$ cat src/verilog/nes_map.svh
// Object offsets, field positions, reset values and codes of the error and parameter store
`ifndef NES_MAP_SVH
`define NES_MAP_SVH
`define NES_IDX_ERR_GROUP 16'h1001
`define NES_IDX_FAULT 16'h1002
`define NES_IDX_HISTORY 16'h1003
`define NES_IDX_SAVE 16'h1010
`define NES_IDX_RESTORE 16'h1011
`define NES_IDX_TPDO 16'h1800
`define NES_SUB_TPDO_TYPE 8'h02
`define NES_SUB_TPDO_MAX 8'h05
`define NES_SIG_SAVE 32'h65766173
`define NES_SIG_LOAD 32'h64616F6C
`define NES_GRP_ANY 0
`define NES_GRP_TEMP 3
`define NES_GRP_PROFILE 5
`define NES_FLT_X 0
`define NES_FLT_Y 1
`define NES_FLT_TLOW 4
`define NES_FLT_THIGH 5
`define NES_FLT_NV 8
`define NES_CODE_TEMP 16'h4200
`define NES_CODE_HW 16'h5000
`define NES_CODE_DEV 16'hFF00
`define NES_TPDO_TYPE_RST 8'hFE
`define NES_TPDO_SYNC_MIN 8'h01
`define NES_TPDO_SYNC_MAX 8'hF0
`define NES_TPDO_ASYNC 8'hFE
`define NES_HIST_DEPTH 5
`endif

$ cat src/verilog/nes_pkg.sv
// Types shared by the error and parameter store
package nes_pkg;
   typedef enum logic [0:0] {
      NES_EM_IDLE = 1'b0,
      NES_EM_SEND = 1'b1
   } nes_em_e;

   // Object access request from the service data handler
   typedef struct packed {
      logic wr;
      logic rd;
      logic [15:0] index;
      logic [7:0] sub;
      logic [31:0] wdata;
   } nes_od_req_s;

   // Emergency message contents
   typedef struct packed {
      logic [15:0] code;
      logic [7:0] group;
      logic [15:0] fault;
   } nes_emcy_s;

   // Whole block state
   typedef struct packed {
      logic [7:0] group;
      logic [31:0] fault;
      logic [2:0] pend;
      nes_em_e em;
      nes_emcy_s emcy;
      logic [4:0][31:0] hist;
      logic [2:0] count;
      logic [7:0] tpdo_type;
      logic restore_pend;
      logic [31:0] rdata;
      logic ack;
      logic err;
      logic save_req;
      logic load_req;
      logic reload_all;
      logic reload_comm;
      logic tpdo_fire;
      logic [15:0] x_out;
      logic [15:0] y_out;
   } nes_state_s;
endpackage : nes_pkg

$ cat src/verilog/nes_core.sv
// Error reporting, error history, parameter store trigger and TPDO1 trigger selection
//
// Operation
// - Group bit 0 set while any error active
// - Group bit 3 on temperature limit violation
// - Group bit 5 flags sensor error only
// - Emergency carries current group register
// - Fault low half into emergency and history
// - Fault bits 0/1 for axis range exceed
// - Clamp out-of-range axis to range end
// - Fault bits 4/5 temperature, zero when unsupervised
// - Fault bit 8 on corrupt nonvolatile data
// - Keep five entries, subindex zero counts
// - Newest at subindex one, oldest dropped
// - New error pushes history and emergency
// - Entry codes 4200h, 5000h, FF00h plus snapshot
// - Writing zero count clears history
// - Parameter writes apply at once
// - Save signature copies parameters to memory
// - Load signature writes defaults to memory
// - Defaults apply on application or comm reset
// - Acknowledge store at once, write later
// - Synchronous type sends only on SYNC
// - Type 254 enables cyclic or angle-change send
// - Supervision enable gates temperature flags
`timescale 1ns/1ns
`include "nes_map.svh"

module nes_core #(
   parameter logic signed [15:0] INCL_MIN = -16'sd4500,
   parameter logic signed [15:0] INCL_MAX = 16'sd4500
) (
   input wire logic i_clk,
   input wire logic i_rst,
   // Object access from the service data handler
   input wire logic i_od_wr,
   input wire logic i_od_rd,
   input wire logic [15:0] i_od_index,
   input wire logic [7:0] i_od_sub,
   input wire logic [31:0] i_od_wdata,
   output logic [31:0] o_od_rdata,
   output logic o_od_ack,
   output logic o_od_err,
   // Sensor side
   input wire logic signed [15:0] i_x_raw,
   input wire logic signed [15:0] i_y_raw,
   input wire logic signed [7:0] i_temp,
   input wire logic i_temp_mon_en,
   input wire logic signed [7:0] i_temp_lo,
   input wire logic signed [7:0] i_temp_hi,
   output logic [15:0] o_x_incl,
   output logic [15:0] o_y_incl,
   // Nonvolatile memory controller
   input wire logic i_nv_corrupt,
   output logic o_nv_save,
   output logic o_nv_load,
   // Network management resets and reload
   input wire logic i_reset_app,
   input wire logic i_reset_comm,
   output logic o_reload_all,
   output logic o_reload_comm,
   // Emergency transmitter
   input wire logic i_emcy_ready,
   output logic o_emcy_valid,
   output logic [15:0] o_emcy_code,
   output logic [7:0] o_emcy_group,
   output logic [15:0] o_emcy_fault,
   // TPDO1 triggering
   input wire logic i_sync,
   input wire logic i_cyclic_tick,
   input wire logic i_angle_change,
   output logic o_tpdo_fire,
   output logic o_tpdo_sync_mode,
   output logic o_tpdo_async_mode
);
   nes_pkg::nes_state_s st_r;
   nes_pkg::nes_state_s st_nxt;
   nes_pkg::nes_od_req_s req;

   // ==================================================================
   // Live fault detection
   // Live conditions lead the registered flags by one cycle
   logic x_over;
   logic x_low;
   logic y_over;
   logic y_low;
   logic t_low;
   logic t_high;
   logic nv_flag_r;
   logic [31:0] fault_now;
   logic [7:0] group_now;
   logic [2:0] class_now;
   logic [2:0] class_old;
   logic [2:0] rise;

   // Strict compares: a value equal to a range end is still in range
   assign x_low = i_x_raw < INCL_MIN;
   assign y_low = i_y_raw < INCL_MIN;
   assign x_over = x_low || (i_x_raw > INCL_MAX);
   assign y_over = y_low || (i_y_raw > INCL_MAX);
   assign t_low = i_temp_mon_en && (i_temp < i_temp_lo);
   assign t_high = i_temp_mon_en && (i_temp > i_temp_hi);

   // Nonvolatile fault stays until reset: a corrupt read has no clearing event
   // Covers store, restore and power-on loading alike
   always_ff @(posedge i_clk) begin
      if (i_rst) begin
         nv_flag_r <= 1'b0;
      end else if (i_nv_corrupt) begin
         nv_flag_r <= 1'b1;
      end
   end

   // Fault word and group register from live conditions; unused bits zero
   // Group bit 0 covers every fault, the memory fault included
   always_comb begin
      fault_now = 32'h0;
      fault_now[`NES_FLT_X] = x_over;
      fault_now[`NES_FLT_Y] = y_over;
      fault_now[`NES_FLT_TLOW] = t_low;
      fault_now[`NES_FLT_THIGH] = t_high;
      fault_now[`NES_FLT_NV] = nv_flag_r;
      group_now = 8'h0;
      group_now[`NES_GRP_TEMP] = t_low || t_high;
      group_now[`NES_GRP_PROFILE] = x_over || y_over;
      group_now[`NES_GRP_ANY] = |fault_now;
   end

   // Error classes: 0 temperature, 1 hardware, 2 device specific
   assign class_now = {x_over || y_over, nv_flag_r, t_low || t_high};
   assign class_old = {st_r.fault[`NES_FLT_X] || st_r.fault[`NES_FLT_Y],
                       st_r.fault[`NES_FLT_NV],
                       st_r.fault[`NES_FLT_TLOW] || st_r.fault[`NES_FLT_THIGH]};
   // Rise against the registered flags, so a lasting fault reports only once
   assign rise = class_now & ~class_old;

   // ==================================================================
   // Request bundle from the object port
   assign req.wr = i_od_wr;
   assign req.rd = i_od_rd;
   assign req.index = i_od_index;
   assign req.sub = i_od_sub;
   assign req.wdata = i_od_wdata;

   // ==================================================================
   // Next-state logic
   always_comb begin
      logic [2:0] pend_all;
      logic [15:0] code;
      logic [2:0] take;
      logic [3:0] slot;
      pend_all = 3'h0;
      code = 16'h0;
      take = 3'h0;
      slot = 4'h0;
      st_nxt = st_r;
      st_nxt.ack = 1'b0;
      st_nxt.err = 1'b0;
      st_nxt.save_req = 1'b0;
      st_nxt.load_req = 1'b0;
      st_nxt.reload_all = 1'b0;
      st_nxt.reload_comm = 1'b0;

      // Flags follow their conditions; all but the sticky nonvolatile flag clear by themselves
      st_nxt.fault = fault_now;
      st_nxt.group = group_now;

      // Clamp to the nearest range end while out of range
      // Inside the range the raw value passes through unchanged
      st_nxt.x_out = x_over ? (x_low ? INCL_MIN : INCL_MAX) : i_x_raw;
      st_nxt.y_out = y_over ? (y_low ? INCL_MIN : INCL_MAX) : i_y_raw;

      // Pending new errors; a new rise is kept even while another is served
      pend_all = st_r.pend | rise;

      // History clear by writing zero to the count
      // A push in the same cycle is applied after the clear and survives
      if (req.wr && req.index == `NES_IDX_HISTORY && req.sub == 8'h00) begin
         if (req.wdata == 32'h0) begin
            st_nxt.count = 3'h0;
            st_nxt.hist = '0;
         end else begin
            st_nxt.err = 1'b1;
         end
      end

      // Emergency engine: one error class per message, temperature first
      // Only one message is in flight; classes rising meanwhile wait in pend
      // Priority runs temperature, then hardware, then axis faults
      unique case (st_r.em)
         nes_pkg::NES_EM_IDLE: begin
            if (pend_all != 3'h0) begin
               if (pend_all[0]) begin
                  code = `NES_CODE_TEMP;
                  take = 3'b001;
               end else if (pend_all[1]) begin
                  code = `NES_CODE_HW;
                  take = 3'b010;
               end else begin
                  code = `NES_CODE_DEV;
                  take = 3'b100;
               end
               st_nxt.emcy.code = code;
               st_nxt.emcy.group = group_now;
               st_nxt.emcy.fault = fault_now[15:0];
               st_nxt.em = nes_pkg::NES_EM_SEND;
               // Push newest at the front; the oldest falls off the end
               for (int i = `NES_HIST_DEPTH - 1; i > 0; i--) begin
                  st_nxt.hist[i] = st_nxt.hist[i-1];
               end
               st_nxt.hist[0] = {fault_now[15:0], code};
               // Count saturates at the depth once the oldest starts to drop
               if (st_nxt.count < 3'(`NES_HIST_DEPTH)) begin
                  st_nxt.count = st_nxt.count + 3'h1;
               end
            end
         end
         nes_pkg::NES_EM_SEND: begin
            if (i_emcy_ready) begin
               st_nxt.em = nes_pkg::NES_EM_IDLE;
            end
         end
      endcase
      st_nxt.pend = pend_all & ~take;

      // Object writes: store, restore and transmission type
      // Read-only objects fall to the default branch and are refused
      if (req.wr) begin
         st_nxt.ack = 1'b1;
         unique case (req.index)
            `NES_IDX_HISTORY: begin
               if (req.sub != 8'h00) begin
                  st_nxt.err = 1'b1;
               end
            end
            `NES_IDX_SAVE: begin
               // Answered at once; the memory writes in the background
               if (req.sub == 8'h01 && req.wdata == `NES_SIG_SAVE) begin
                  st_nxt.save_req = 1'b1;
               end else begin
                  st_nxt.err = 1'b1;
               end
            end
            `NES_IDX_RESTORE: begin
               if (req.sub == 8'h01 && req.wdata == `NES_SIG_LOAD) begin
                  st_nxt.load_req = 1'b1;
                  st_nxt.restore_pend = 1'b1;
               end else begin
                  st_nxt.err = 1'b1;
               end
            end
            `NES_IDX_TPDO: begin
               if (req.sub == `NES_SUB_TPDO_TYPE) begin
                  st_nxt.tpdo_type = req.wdata[7:0];
               end else begin
                  st_nxt.err = 1'b1;
               end
            end
            default: begin
               st_nxt.err = 1'b1;
            end
         endcase
      end

      // Object reads
      // Data is cleared first so a refused read never shows stale data
      if (req.rd) begin
         st_nxt.ack = 1'b1;
         st_nxt.rdata = 32'h0;
         unique case (req.index)
            `NES_IDX_ERR_GROUP: begin
               st_nxt.rdata = {24'h0, st_r.group};
            end
            `NES_IDX_FAULT: begin
               st_nxt.rdata = st_r.fault;
            end
            `NES_IDX_HISTORY: begin
               if (req.sub == 8'h00) begin
                  st_nxt.rdata = {29'h0, st_r.count};
               end else if (req.sub <= {5'h0, st_r.count}) begin
                  // Subindex n sits in storage slot n-1
                  slot = 4'(req.sub - 8'h01);
                  st_nxt.rdata = st_r.hist[slot];
               end else begin
                  st_nxt.err = 1'b1;
               end
            end
            `NES_IDX_SAVE, `NES_IDX_RESTORE: begin
               if (req.sub == 8'h00) begin
                  st_nxt.rdata = 32'h1;
               end else if (req.sub != 8'h01) begin
                  st_nxt.err = 1'b1;
               end
            end
            `NES_IDX_TPDO: begin
               if (req.sub == 8'h00) begin
                  st_nxt.rdata = {24'h0, `NES_SUB_TPDO_MAX};
               end else if (req.sub == `NES_SUB_TPDO_TYPE) begin
                  st_nxt.rdata = {24'h0, st_r.tpdo_type};
               end else begin
                  st_nxt.err = 1'b1;
               end
            end
            default: begin
               st_nxt.err = 1'b1;
            end
         endcase
      end

      // Restored defaults take effect only at the next reset command
      // A load written in the same cycle as the reset stays pending: the set wins
      if (i_reset_app) begin
         st_nxt.reload_all = st_r.restore_pend;
         st_nxt.restore_pend = st_nxt.load_req;
         if (st_r.restore_pend) begin
            st_nxt.tpdo_type = `NES_TPDO_TYPE_RST;
         end
      end else if (i_reset_comm) begin
         // Only the communication defaults apply; the load stays pending
         st_nxt.reload_comm = st_r.restore_pend;
         if (st_r.restore_pend) begin
            st_nxt.tpdo_type = `NES_TPDO_TYPE_RST;
         end
      end

      // TPDO1 trigger by transmission type
      // Types outside both ranges never fire the object
      st_nxt.tpdo_fire = 1'b0;
      if (st_r.tpdo_type >= `NES_TPDO_SYNC_MIN && st_r.tpdo_type <= `NES_TPDO_SYNC_MAX) begin
         st_nxt.tpdo_fire = i_sync;
      end else if (st_r.tpdo_type == `NES_TPDO_ASYNC) begin
         st_nxt.tpdo_fire = i_cyclic_tick || i_angle_change;
      end
   end

   // ==================================================================
   // State register
   // Reset leaves the transmit trigger in the asynchronous mode
   always_ff @(posedge i_clk) begin
      if (i_rst) begin
         st_r <= '0;
         st_r.em <= nes_pkg::NES_EM_IDLE;
         st_r.tpdo_type <= `NES_TPDO_TYPE_RST;
      end else begin
         st_r <= st_nxt;
      end
   end

   // ==================================================================
   // Outputs
   // Object port answer, registered
   assign o_od_rdata = st_r.rdata;
   assign o_od_ack = st_r.ack;
   assign o_od_err = st_r.err;
   // Clamped inclination
   assign o_x_incl = st_r.x_out;
   assign o_y_incl = st_r.y_out;
   // Memory and reset requests, one-cycle pulses
   assign o_nv_save = st_r.save_req;
   assign o_nv_load = st_r.load_req;
   assign o_reload_all = st_r.reload_all;
   assign o_reload_comm = st_r.reload_comm;
   // Emergency fields stand until the transmitter accepts
   assign o_emcy_valid = (st_r.em == nes_pkg::NES_EM_SEND);
   assign o_emcy_code = st_r.emcy.code;
   assign o_emcy_group = st_r.emcy.group;
   assign o_emcy_fault = st_r.emcy.fault;
   // Transmit trigger and decoded mode
   assign o_tpdo_fire = st_r.tpdo_fire;
   assign o_tpdo_sync_mode = (st_r.tpdo_type >= `NES_TPDO_SYNC_MIN) && (st_r.tpdo_type <= `NES_TPDO_SYNC_MAX);
   assign o_tpdo_async_mode = (st_r.tpdo_type == `NES_TPDO_ASYNC);
endmodule : nes_core

$ cat config.mk
export PLATFORM = sky130hd
export DESIGN_NAME = nes_core
export DESIGN_NICKNAME = d
export VERILOG_FILES = /design/src/verilog/nes_pkg.sv /design/src/verilog/nes_core.sv
export VERILOG_INCLUDE_DIRS = /design/src /design/src/verilog
export SDC_FILE = /design/constraint.sdc
export NUM_CORES = 1
export LEC_CHECK = 0
export BUFFER_PORTS_ARGS = -buffer_cell sky130_fd_sc_hd__buf_2
export CAP_MARGIN = 25
export CELL_PAD_IN_SITES_DETAIL_PLACEMENT = 1
export CELL_PAD_IN_SITES_GLOBAL_PLACEMENT = 1
export CORE_ASPECT_RATIO = 0.75
export CORE_MARGIN = 3
export CORE_UTILIZATION = 46
export CTS_BUF_LIST = sky130_fd_sc_hd__clkbuf_16
export DETAILED_ROUTE_END_ITERATION = 10
export PLACE_DENSITY_LB_ADDON = 0.1
export SYNTH_ARGS = -nofsm -noshare
export SYNTH_HDL_FRONTEND = slang
export SYNTH_SLANG_ARGS = --single-unit
export TNS_END_PERCENT = 100
$ cat constraint.sdc
create_clock -name i_clk -period 5.5 [get_ports i_clk]
set_clock_uncertainty 0.05 [all_clocks]
set_input_delay 0.275 -clock i_clk [delete_from_list [all_inputs] [get_ports i_clk]]
set_output_delay 0.275 -clock i_clk [all_outputs]
set_load 0.02 [all_outputs]
==> summary.md, run 1 <==
The worst slew slack as a fraction of its limit is 0.304, and the netlist area before placement is 12,600 um2. Summing all placed instances gives a cell area of 13,100 um2. After clock tree synthesis, the clock-pin slew on the worst setup and hold paths is 0.06 ns. Dividing total power by cell area gives a power density of 322 nW/um2.

The share of the core filled with cells in the final layout came out at 0.543. The run gives 0.810 as the routability congestion estimate. The routed wire length was 34,300 um. The global-route usage over all layers is 0.233.

The layout has 3,108 filler cells. In this run the core area contains 51 standard-cell rows. The arrival time reported for the critical path endpoint came out at 3.90 ns. Total via count in the routed design: 9,992. For this run the aggregate overflow at the end of global routing stands at 0. The floorplan step set the die width to 197 um. The slew at the pin closest to its max-slew limit was 1.03 ns. Counting along the longest clock path gives a buffer depth of 3. Of all nets on the critical path, the largest fanout is 25. During synthesis, Yosys emitted a total of 0 warnings. The die covers 29,300 um2.

Data on the critical path is required at its endpoint by 5.91 ns. The synthesized area per cell is 9.51 um2, and the max-slew violation total from the final report is 0. The first routing iteration left 509 violations. The number of antenna violations at the first check in global routing was 1; the number of different library cells in the post-synthesis netlist was 71. For hold timing, the worst endpoint is o_x_incl[13]. The fraction of layout cells with a size suffix above 1 works out to 0.212. The routing usage on met1 came out at 0.324. For the starting density of the core, the log shows 0.475.

In the final timing run, aggregate negative setup slack is 0 ns. The classification of the worst-slack hold path is in2reg. In the routed design, unresolved DRC markers number 0.

For this run, the post-layout net count is 1,614. Setup repair after global routing left no endpoint under its margin. For this design the top-level I/O count stands at 238.

Using the TritonRoute via totals, the vias-per-cell ratio works out to 5.46. The standard cell core area was 26,400 um2. In this run the clock root is driven by a clkbuf_16. Across the whole layout, storage elements account for 5370 um2. The share of synthesized flip-flops with an asynchronous set or reset was 0; the total of buffers placed on input and output ports was 213. Area of all placed cells without fillers: 14,300 um2. Number of buffers inserted by post-CTS setup repair: 0.

The kind of critical path is in2reg. Summed over all cells, the static leakage comes to 0.00640 uW. In the layout the commonest cells are 268 x dfxtp_1, 243 x nand2_1, 213 x buf_2.

The worst setup path is captured at a flop. The number of hold violations in the final report was 0. The number of nets still failing antenna checks after routing was 0; the count of cells along the worst register-to-register path was 6.

Via count of the first global-routing pass: 10.4k. The tools report the met3 layer usage reported by global route as 0.0375. The synthesized design contains 268 register bits. The routed design could run at a clock period as short as 3.49 ns.

Entering global routing, the biggest net connects 181 pins. The global routing met2 resource utilization came out at 0.391. VDD sags by at most 0.269 mV.

For this run, the detailed router's first-pass iteration total came to 5. The worst hold path was traced through 3 stages. The global routing stage identified its most utilized layer as met2. Setup violations remaining at the end of the flow were counted as 0. The number of hold buffers added after CTS was 42. The worst hold path begins at i_x_raw[15]. In this run the critical register-to-register path is captured at st_r[226].

The count of flip-flops with a built-in enable after synthesis works out to 0. TritonCTS built the clock tree. Counting every sink on the clock net gives 268. The startpoint of the most critical register-to-register path is class_old[1]. The most common flop cell mapped by yosys is dfxtp_1. The first global-routing pass estimated 56,200 um of wire.

For the sequential fraction of the synthesis area, the log shows 0.427. In the synthesized netlist, the number of instances is 1,320. At the later pin of the worst-skew pair, clock insertion delay measures 0.53 ns.

Measured along the y axis, the die boundary spans 149 um. For flop-to-flop paths, the worst setup slack is 2.87 ns. In the final layout, the multi-input gates occupy 5920 um2. Leading cell type in the layout, fill and taps excluded: dfxtp_1. The kind of launch point of the worst setup path was a primary input. Final clock period utilization by the worst path: 0.634.

The run finished with clean final reports. The maximum operating frequency is 287 MHz. The number of antenna diodes in the final layout is 0.

The number of gates resized after CTS was 0. The routed length per instance is 18.7 um, and the half-perimeter wire length after placement is 23,400 um. The run gives 1 as the number of H-tree levels.

Across the run, the number of max-cap violations was 0. The post-synthesis to final-layout area growth was 14.2%. In this run, CTS created clock tree buffers numbering 27.
## cell type report
type,instances,share of cell area
well taps,344,0.0300
multi-input cells,862,0.413
clock buffers,27,0.0471
clock inverters,21,0.00995
inverters,37,0.00969
flip-flops and latches,268,0.374
repair buffers,272,0.116
## worst max path at each step
stage	startpoint	to	slack, ns	cells after the start
6_report	i_x_raw[0]	st_r[226]	2.01	10
5_1_grt	i_x_raw[0]	st_r[213]	1.76	10
4_1_cts	i_x_raw[0]	st_r[226]	2.00	10
3_5_place_dp	i_temp[5]	st_r[189]	1.80	10
3_3_place_gp	i_temp[5]	st_r[224]	1.92	10
2_1_floorplan	i_od_sub[0]	st_r[160]	2.17	13
## routing by layer
| metal | wire (um) | up-vias |
|---|---|---|
| li1 | - | 4808 |
| met1 | 16100 | 4919 |
| met2 | 15900 | 222 |
| met3 | 1680 | 43 |
| met4 | 570 | 0 |
| met5 | 0 | - |
## power breakdown
part	leakage, uW	switching (uW)	internal, uW
combinational	0.00381	489	323
sequential	0.00218	47.9	2020
clock	0.000416	759	978
## per-stage QoR
step	total power, uW	setup WS (ns)	hold WS (ns)	instances
after floorplan	2770	2.17	0.335	1343
after global placement	2870	1.92	0.382	1740
after detailed placement	2900	1.80	0.388	1741
after CTS	4660	2.00	0.0204	1831
after global routing	4820	1.76	0.0353	1831
final	4620	2.01	0.0456	1831
## critical path, cell delays in order
cell and delay, ns:
dlygate4sd3_1 0.54, buf_2 0.13, o211a_1 0.21, a2111oi_0 0.52
o32ai_2 0.29, nor2_2 0.27, a31oi_4 0.19, o21ai_4 0.83
buf_4 0.40, mux2i_1 0.21
## cell families (layout without fill, tap and decap cells)
kind of cell	Yosys count	after routing	share of synthesized area
compound gates	182	182	0.0954
xor+xnor	2	2	0.00140
fa+ha+maj	22	22	0.0219
buf+inv	213	357	0.111
flops	268	268	0.427
mux	175	175	0.172
other cells	1	24	0.000299
simple gates	457	457	0.171
## cells in the mapped netlist, types with 12 or more instances
cell	number	area, um2
mux4_2	32	721
nand4_1	12	75.1
dfxtp_1	268	5370
nor4_1	16	100
mux2i_1	140	1400
inv_1	36	135
and3_1	54	338
buf_4	104	781
nor2_1	45	169
nor3_1	13	65.1
o21ai_1	18	90.1
clkbuf_1	46	173
o21a_1	13	97.6
nand2_1	243	912
ha_1	22	275
a21oi_1	58	290
nand3_1	20	100
o21ai_0	26	130
## sequential cells by signal (all words and copies together), names as in the netlist
signal and cells:
class_old 1, nv_flag_r 1, o_emcy_code 4, o_emcy_fault 5
o_emcy_group 3, o_emcy_valid 1, o_nv_load 1, o_nv_save 1
o_od_ack 1, o_od_err 1, o_od_rdata 32, o_reload_all 1
o_reload_comm 1, o_tpdo_fire 1, o_x_incl 16, o_y_incl 16
st_r 182
Note: power is estimated with default switching activity, not from simulation.
==> run 2, diff against run 1 <==
--- a/config.mk
+++ b/config.mk
@@ -12,7 +12,7 @@
 export CELL_PAD_IN_SITES_GLOBAL_PLACEMENT = 1
 export CORE_ASPECT_RATIO = 0.75
 export CORE_MARGIN = 3
-export CORE_UTILIZATION = 46
+export CORE_UTILIZATION = 43
 export CTS_BUF_LIST = sky130_fd_sc_hd__clkbuf_16
 export DETAILED_ROUTE_END_ITERATION = 10
 export PLACE_DENSITY_LB_ADDON = 0.1
==> constraint.sdc (replaced) <==
create_clock -name i_clk -period 3.5 [get_ports i_clk]
set_clock_uncertainty 0.05 [all_clocks]
set_input_delay 0.175 -clock i_clk [delete_from_list [all_inputs] [get_ports i_clk]]
set_output_delay 0.175 -clock i_clk [all_outputs]
set_load 0.02 [all_outputs]
==> run 2 against run 1 <==
First-iteration DRC count fell by 19%. Routed wire length shrank 0.38%. Non-clock buffer count up 17. Sequential share of layout area decreased by 0.40 points. Flip-flop and latch count is the same. Clock-buffer cell count stayed put. Core utilization is 3.2 points lower. Critical endpoint is now st_r[241]. Largest cell class unchanged. Largest power group unchanged.
==> summary.md, run 2 (same netlist as run 1, synthesis figures left out) <==
The total of buffers placed on input and output ports is 213. The final count of negative-setup-slack endpoints is 0, and the via count of the first global-routing pass is 10.2k. In this run the vertical extent of the chip is 154 um. Routed via count divided by cell count: 5.25. The run finished with clean final reports. For the max-cap check violation count, the log shows 0. Leading cell type in the layout, fill and taps excluded: dfxtp_1.

Dividing the detail-routed wire length by the instance count gives 18.1 um. Entering global routing, the biggest net connects 86 pins. 238 I/O pins were placed.

Leaving out fill and tap cells, the most frequent cells in the layout are 268 x dfxtp_1, 243 x nand2_1, 213 x buf_2. The signal on the critical path passes through dlygate4sd3_1 -> buf_2 -> or3_1 -> or4_4 -> a21oi_4 -> a31oi_4 -> o21ai_4 -> buf_12 -> mux2i_1. The clock period could shrink to 2.93 ns. After detailed routing, the total wire length is 34,200 um. Standard cell core area: 28,400 um2.

Setup repair after global routing left no endpoint under its margin. The slowest library cell on the worst path is or4_4. The share of the core filled with cells in the final layout was 0.511; the static leakage power was 0.00649 uW. Setup total negative slack on the finished layout was measured at 0 ns. The run gives 342 MHz as the maximum operating frequency. The endpoint of the lowest-slack register-to-register path is o_od_rdata[3].

Routability-driven placement finished with a final weighted congestion of 0.807. Reg-to-reg setup timing slack: 1.23 ns. The die covers 31,300 um2. The tree is rooted in a clkbuf_16.

The clock passes through at most 3 buffers. The number of flip-flops under the largest register name was 182. The run gives 0.381 as the worst slew slack as a fraction of its limit. Fraction of layout cells with a size suffix above 1: 0.216.

For the pin with the worst max-slew slack, the measured transition is 0.929 ns. The worst setup path is captured at a flop. For the number of diodes, the log shows 0. The total via count in the routed design was 9,909.

Fill cells in the final layout number 3,336. The tools report the starting density of the core as 0.442. In this run the most critical hold path is launched from i_od_wr. The floorplan step set the die width to 203 um. Detailed placement finished with a half-perimeter wire length of 23,700 um. In this run, the number of DRC markers left after iteration 0 of detailed routing was 411. The run gives 1 as the number of H-tree levels. Counting cells, the worst reg-to-reg path comes to 9.

After detailed routing, the number of remaining DRC violations is 0. The logs give 0.332 mV for the peak ir drop on the vdd network and 0.214 for the global-route usage over all layers. The arrival time reported for the critical path endpoint came out at 3.33 ns. The min-delay analysis places its worst path in the category in2reg. Clock latency on the worst-skew pair, taken at its later pin, is 0.54 ns. The detail route stage leaves a number of antenna-violating nets equal to 0. The number of standard-cell rows in the floorplan is 53. The top fanout value on the critical path is 30, and the number of antenna violations at the first check in global routing is 0. TritonCTS built the clock tree.

More flip-flops sit in one register than any other, and that register is st_r. The power density over cell area was 492 nW/um2. The length of the first detailed-routing pass in iterations is 5. For this design, the sink count on the clock tree is 268. The worst hold path passes through 3 cells. STA classifies the critical path startpoint as a primary input. The max-slew violation total from the final report came out at 0. At the end of the flow, the number of nets in the layout was 1,631. For the worst setup path, the data required time is 3.90 ns. The logs give 0 for the number of hold violations in the final report and 27 for the number of buffers created by CTS. The endpoint of the worst hold-timing path is o_od_err. The final clock period utilization by the worst path was 0.836. Post-synthesis to final-layout area growth: 15.4%. The first global-routing pass estimated 55,000 um of wire. By startpoint and endpoint, the worst setup path is classified as in2reg. The post-CTS clock slew at the launch and capture registers of the worst setup and hold paths was 0.06 ns. The delay contributed by the slowest stage of the critical path came out at 0.56 ns. Summed over all layers, the global routing overflow is 0. The startpoint of the most critical register-to-register path was st_r[81].
-- run 2: worst max-delay path: cells and delay by family --
kind	cells	cell delay [ns]
buf+inv	3	0.97
simple gates	2	0.96
compound gates	3	0.96
mux	1	0.24
-- run 2: how the worst max path moves through the flow --
stage | from | to | slack (ns)
after floorplan | i_od_sub[0] | st_r[160] | 0.27
after global placement | i_temp[2] | st_r[175] | 0.58
after detailed placement | i_temp[5] | st_r[241] | 0.49
after CTS | i_x_raw[0] | st_r[241] | 0.59
after global routing | i_x_raw[1] | st_r[220] | 0.31
final | i_y_raw[11] | st_r[241] | 0.57
-- run 2: where the power goes --
group          total [uW]  leakage (uW)  internal (uW)  switching, uW
Combinational        1310       0.00390            535            780
Sequential           3250       0.00218           3170           75.8
Clock                2560      0.000406           1380           1180
-- run 2: layout make-up --
| type | count | area, um2 | area share |
|---|---|---|---|
| Sequential cell | 268 | 5370 | 0.370 |
| Clock buffer | 27 | 676 | 0.0466 |
| Tap cell | 385 | 482 | 0.0332 |
| Multi-Input combinational cell | 862 | 5920 | 0.408 |
| Clock inverter | 19 | 82.6 | 0.00570 |
| Timing Repair Buffer | 289 | 1830 | 0.126 |
| Inverter | 37 | 139 | 0.00958 |
-- run 2: metal layers --
layer  vias up  share of wire  wire [um]  track usage
met4         0          0.017        564       0.0423
met5         -              0          0            0
met1      4806           0.49      16600        0.300
met2       217           0.45      15400        0.349
met3        44          0.048       1650       0.0406
li1       4842              -          -            -
-- run 2: through the flow --
step / cells / hold slack, ns / area [um2] / total power [uW] / worst slack, ns
after floorplan: 1343 / 0.235 / 12600 / 4350 / 0.272
after global placement: 1794 / 0.331 / 13300 / 4560 / 0.584
final: 1887 / 0.0423 / 14500 / 7130 / 0.573
after detailed placement: 1794 / 0.340 / 13300 / 4590 / 0.491
after CTS: 1887 / 0.00660 / 14500 / 7210 / 0.592
after global routing: 1887 / 0.0314 / 14500 / 7460 / 0.307
-- run 2: what timing repair did --
| action | in CTS | in global routing |
|---|---|---|
| resized for setup | 0 | 0 |
| setup buffers | 0 | 0 |
| hold buffers | 47 | 0 |
| hold endpoints to repair | 50 | 0 |
==> run 3, diff against run 2 <==
==> constraint.sdc (replaced) <==
create_clock -name i_clk -period 2.8 [get_ports i_clk]
set_clock_uncertainty 0.05 [all_clocks]
set_input_delay 0.14 -clock i_clk [delete_from_list [all_inputs] [get_ports i_clk]]
set_output_delay 0.14 -clock i_clk [all_outputs]
set_load 0.02 [all_outputs]
==> run 3 against run 2 <==
Sequential power rose by 25%. Cell count is 2.0% higher. Largest power group unchanged. Highest routed layer unchanged. First-iteration DRC count increased by 9.5%. Critical path type unchanged. Combinational power increased by 34%. Die area stayed put. Sequential share of layout area down 1.1 points. Worst setup slack worse by 0.54 ns. Power increased by 33%.
==> summary.md, run 3 (same netlist as run 1, synthesis figures left out) <==
The flow ran to the end, and the final reports show no timing, DRC or antenna violations. After clock tree synthesis, the repair step resized 0 gates. TritonCTS built the clock tree.

After floorplanning, the core was sized to cover 28,400 um2. The number of hold violations in the final report came out at 0. Chip height: 154 um. For the post-route worst setup slack, the log shows 0.0285 ns. From left edge to right edge, the die measures 203 um. The number of H-tree levels is 1, and the arrival time reported for the critical path endpoint is 3.14 ns.

In this run the critical register-to-register path is launched from st_r[81]. The routed design has 34,900 um of wire. Number of buffers inserted by post-CTS setup repair: 0. The max-slew violation total from the final report came out at 0. Hold repair after CTS inserted 53 buffers. The tree is rooted in a clkbuf_16. The required time at the worst-slack endpoint is 3.17 ns. The routed via count divided by cell count is 5.20, and the maximum operating frequency is 361 MHz.

The count of routing violations after the opening detailed-route iteration was 450; the slew at the pin closest to its max-slew limit was 0.936 ns. The final clock period utilization by the worst path was 0.990; the power density over cell area was 636 nW/um2. The minimum period implied by the final worst setup slack is 2.77 ns, and the number of diodes is 0. The final-layout setup total negative slack came out at 0 ns. For this run the aggregate overflow at the end of global routing stands at 0. For the starting density of the core, the log shows 0.442.

The routed length per instance works out to 18.1 um. The worst-case IR drop observed on VDD is 0.431 mV. The post-CTS clock slew at the launch and capture registers of the worst setup and hold paths came out at 0.06 ns. Setup repair after global routing left no endpoint under its margin. The run gives 0.00672 uW as the static leakage power. The first element of the critical path was i_od_wdata[7].

The kind of launch point of the worst setup path was a primary input. The number of standard-cell rows in the floorplan was 53; the worst hold path stage count was 5. In this run the cell area measured after placement is 13,500 um2. The final route contains 10.0k vias.

For the post-placement worst setup slack, the log shows 0.00243 ns. Entering global routing, the biggest net connects 180 pins. Die outline area: 31,300 um2. Leading cell type in the layout, fill and taps excluded: dfxtp_1. The finished cells cover 14,900 um2. The fraction of layout cells with a size suffix above 1 works out to 0.235.

For the number of nets still failing antenna checks after routing, the log shows 0. The tools report the half-perimeter wire length after placement as 24,700 um. The first global-routing pass estimated 56,500 um of wire. The worst setup path is of the in2reg kind. In this run the worst hold path is classified as in2reg. Pin placement for this block handled 238 I/O pins.

The pre-antenna-repair detailed-routing pass consisted of 4 iterations. The number of clock sinks is 268, and the final count of negative-setup-slack endpoints is 0. The tools report the critical path capture point type as a flop.

Along the worst path, the maximum fanout reaches 179. The number of antenna violations at the first check in global routing came out at 2. The logs give 0.219 for the global-route usage over all layers and 3 for the maximum clock path buffer count. In the layout the commonest cells are 268 x dfxtp_1, 243 x nand2_1, 213 x buf_2. The congestion estimate from routability-driven global placement came to 0.835. The tools report the latest clock arrival within the worst-skew pair as 0.55 ns.

For the via count of the first global-routing pass, the log shows 10.4k. For this run, design rule violations remaining after detail routing come to 0. Post-synthesis to final-layout area growth: 19.0%. The post-layout total power came out at 9500 uW. The register containing the most flip-flops in the final layout is st_r. The count of cells along the worst register-to-register path was 9. The worst slew slack as a fraction of its limit is 0.376, and the number of flip-flops under the largest register name is 182.

The total of buffers placed on input and output ports came out at 213. The startpoint identified for the worst hold timing path is i_od_index[10]. Buffers inserted during clock tree synthesis total 28. Max-cap check violation count: 0. For the number of nets in the finished design, the log shows 1,664.
[run 3: changes by cell type in the layout (fill, tap and decap cells not counted)]
cell,previous run,this run
inv_6,1,0
clkbuf_16,27,29
bufinv_16,0,3
buf_4,23,45
clkinv_2,2,9
dlygate4sd3_1,47,53
buf_12,6,10
inv_1,46,41
clkinv_1,6,5
[run 3: routing by layer]
layer	vias up	track usage	wire length (um)
met5	-	0	0
met4	0	0.0390	447
met3	33	0.0419	1660
met2	199	0.355	15600
met1	4868	0.309	17200
li1	4906	-	-
[run 3: area by class of cell]
cell class                      instances  area, um2
Tap cell                              385        482
Timing Repair Buffer                  321       2130
Clock inverter                         22        176
Inverter                               37        139
Sequential cell                       268       5370
Multi-Input combinational cell        862       5920
Clock buffer                           29        726
Fill cell                            3294      13400
[run 3: stage by stage]
step | util | hold WS, ns | cells
CTS | 0.526 | 0.0112 | 1924
global placement | 0.476 | 0.300 | 1820
global route | 0.526 | 0.0807 | 1924
finish | 0.526 | 0.0496 | 1924
floorplan | - | 0.200 | 1343
detailed placement | 0.476 | 0.307 | 1820
[run 3: where the power goes]
group          total [uW]  leakage [uW]  switching (uW)  internal, uW
Combinational        1760       0.00407             994           763
Clock                3690      0.000468            1550          2140
Sequential           4060       0.00218            91.8          3970
[run 3: path summary, 6_finish.rpt]
kind	end	slack [ns]
max	st_r[191]	0.03
min	o_od_rdata[7]	0.05
max reg2reg	o_od_rdata[4]	0.31
min reg2reg	o_od_rdata[18]	0.39
[run 3: worst max-delay path, cell delays in order]
cell and delay, ns:
dlygate4sd3_1 0.53, buf_2 0.13, or4_1 0.55, or2_2 0.33, nor3_2 0.23, buf_4 0.17, a31oi_4 0.11, buf_12 0.22
nand2_1 0.31, mux2i_1 0.11
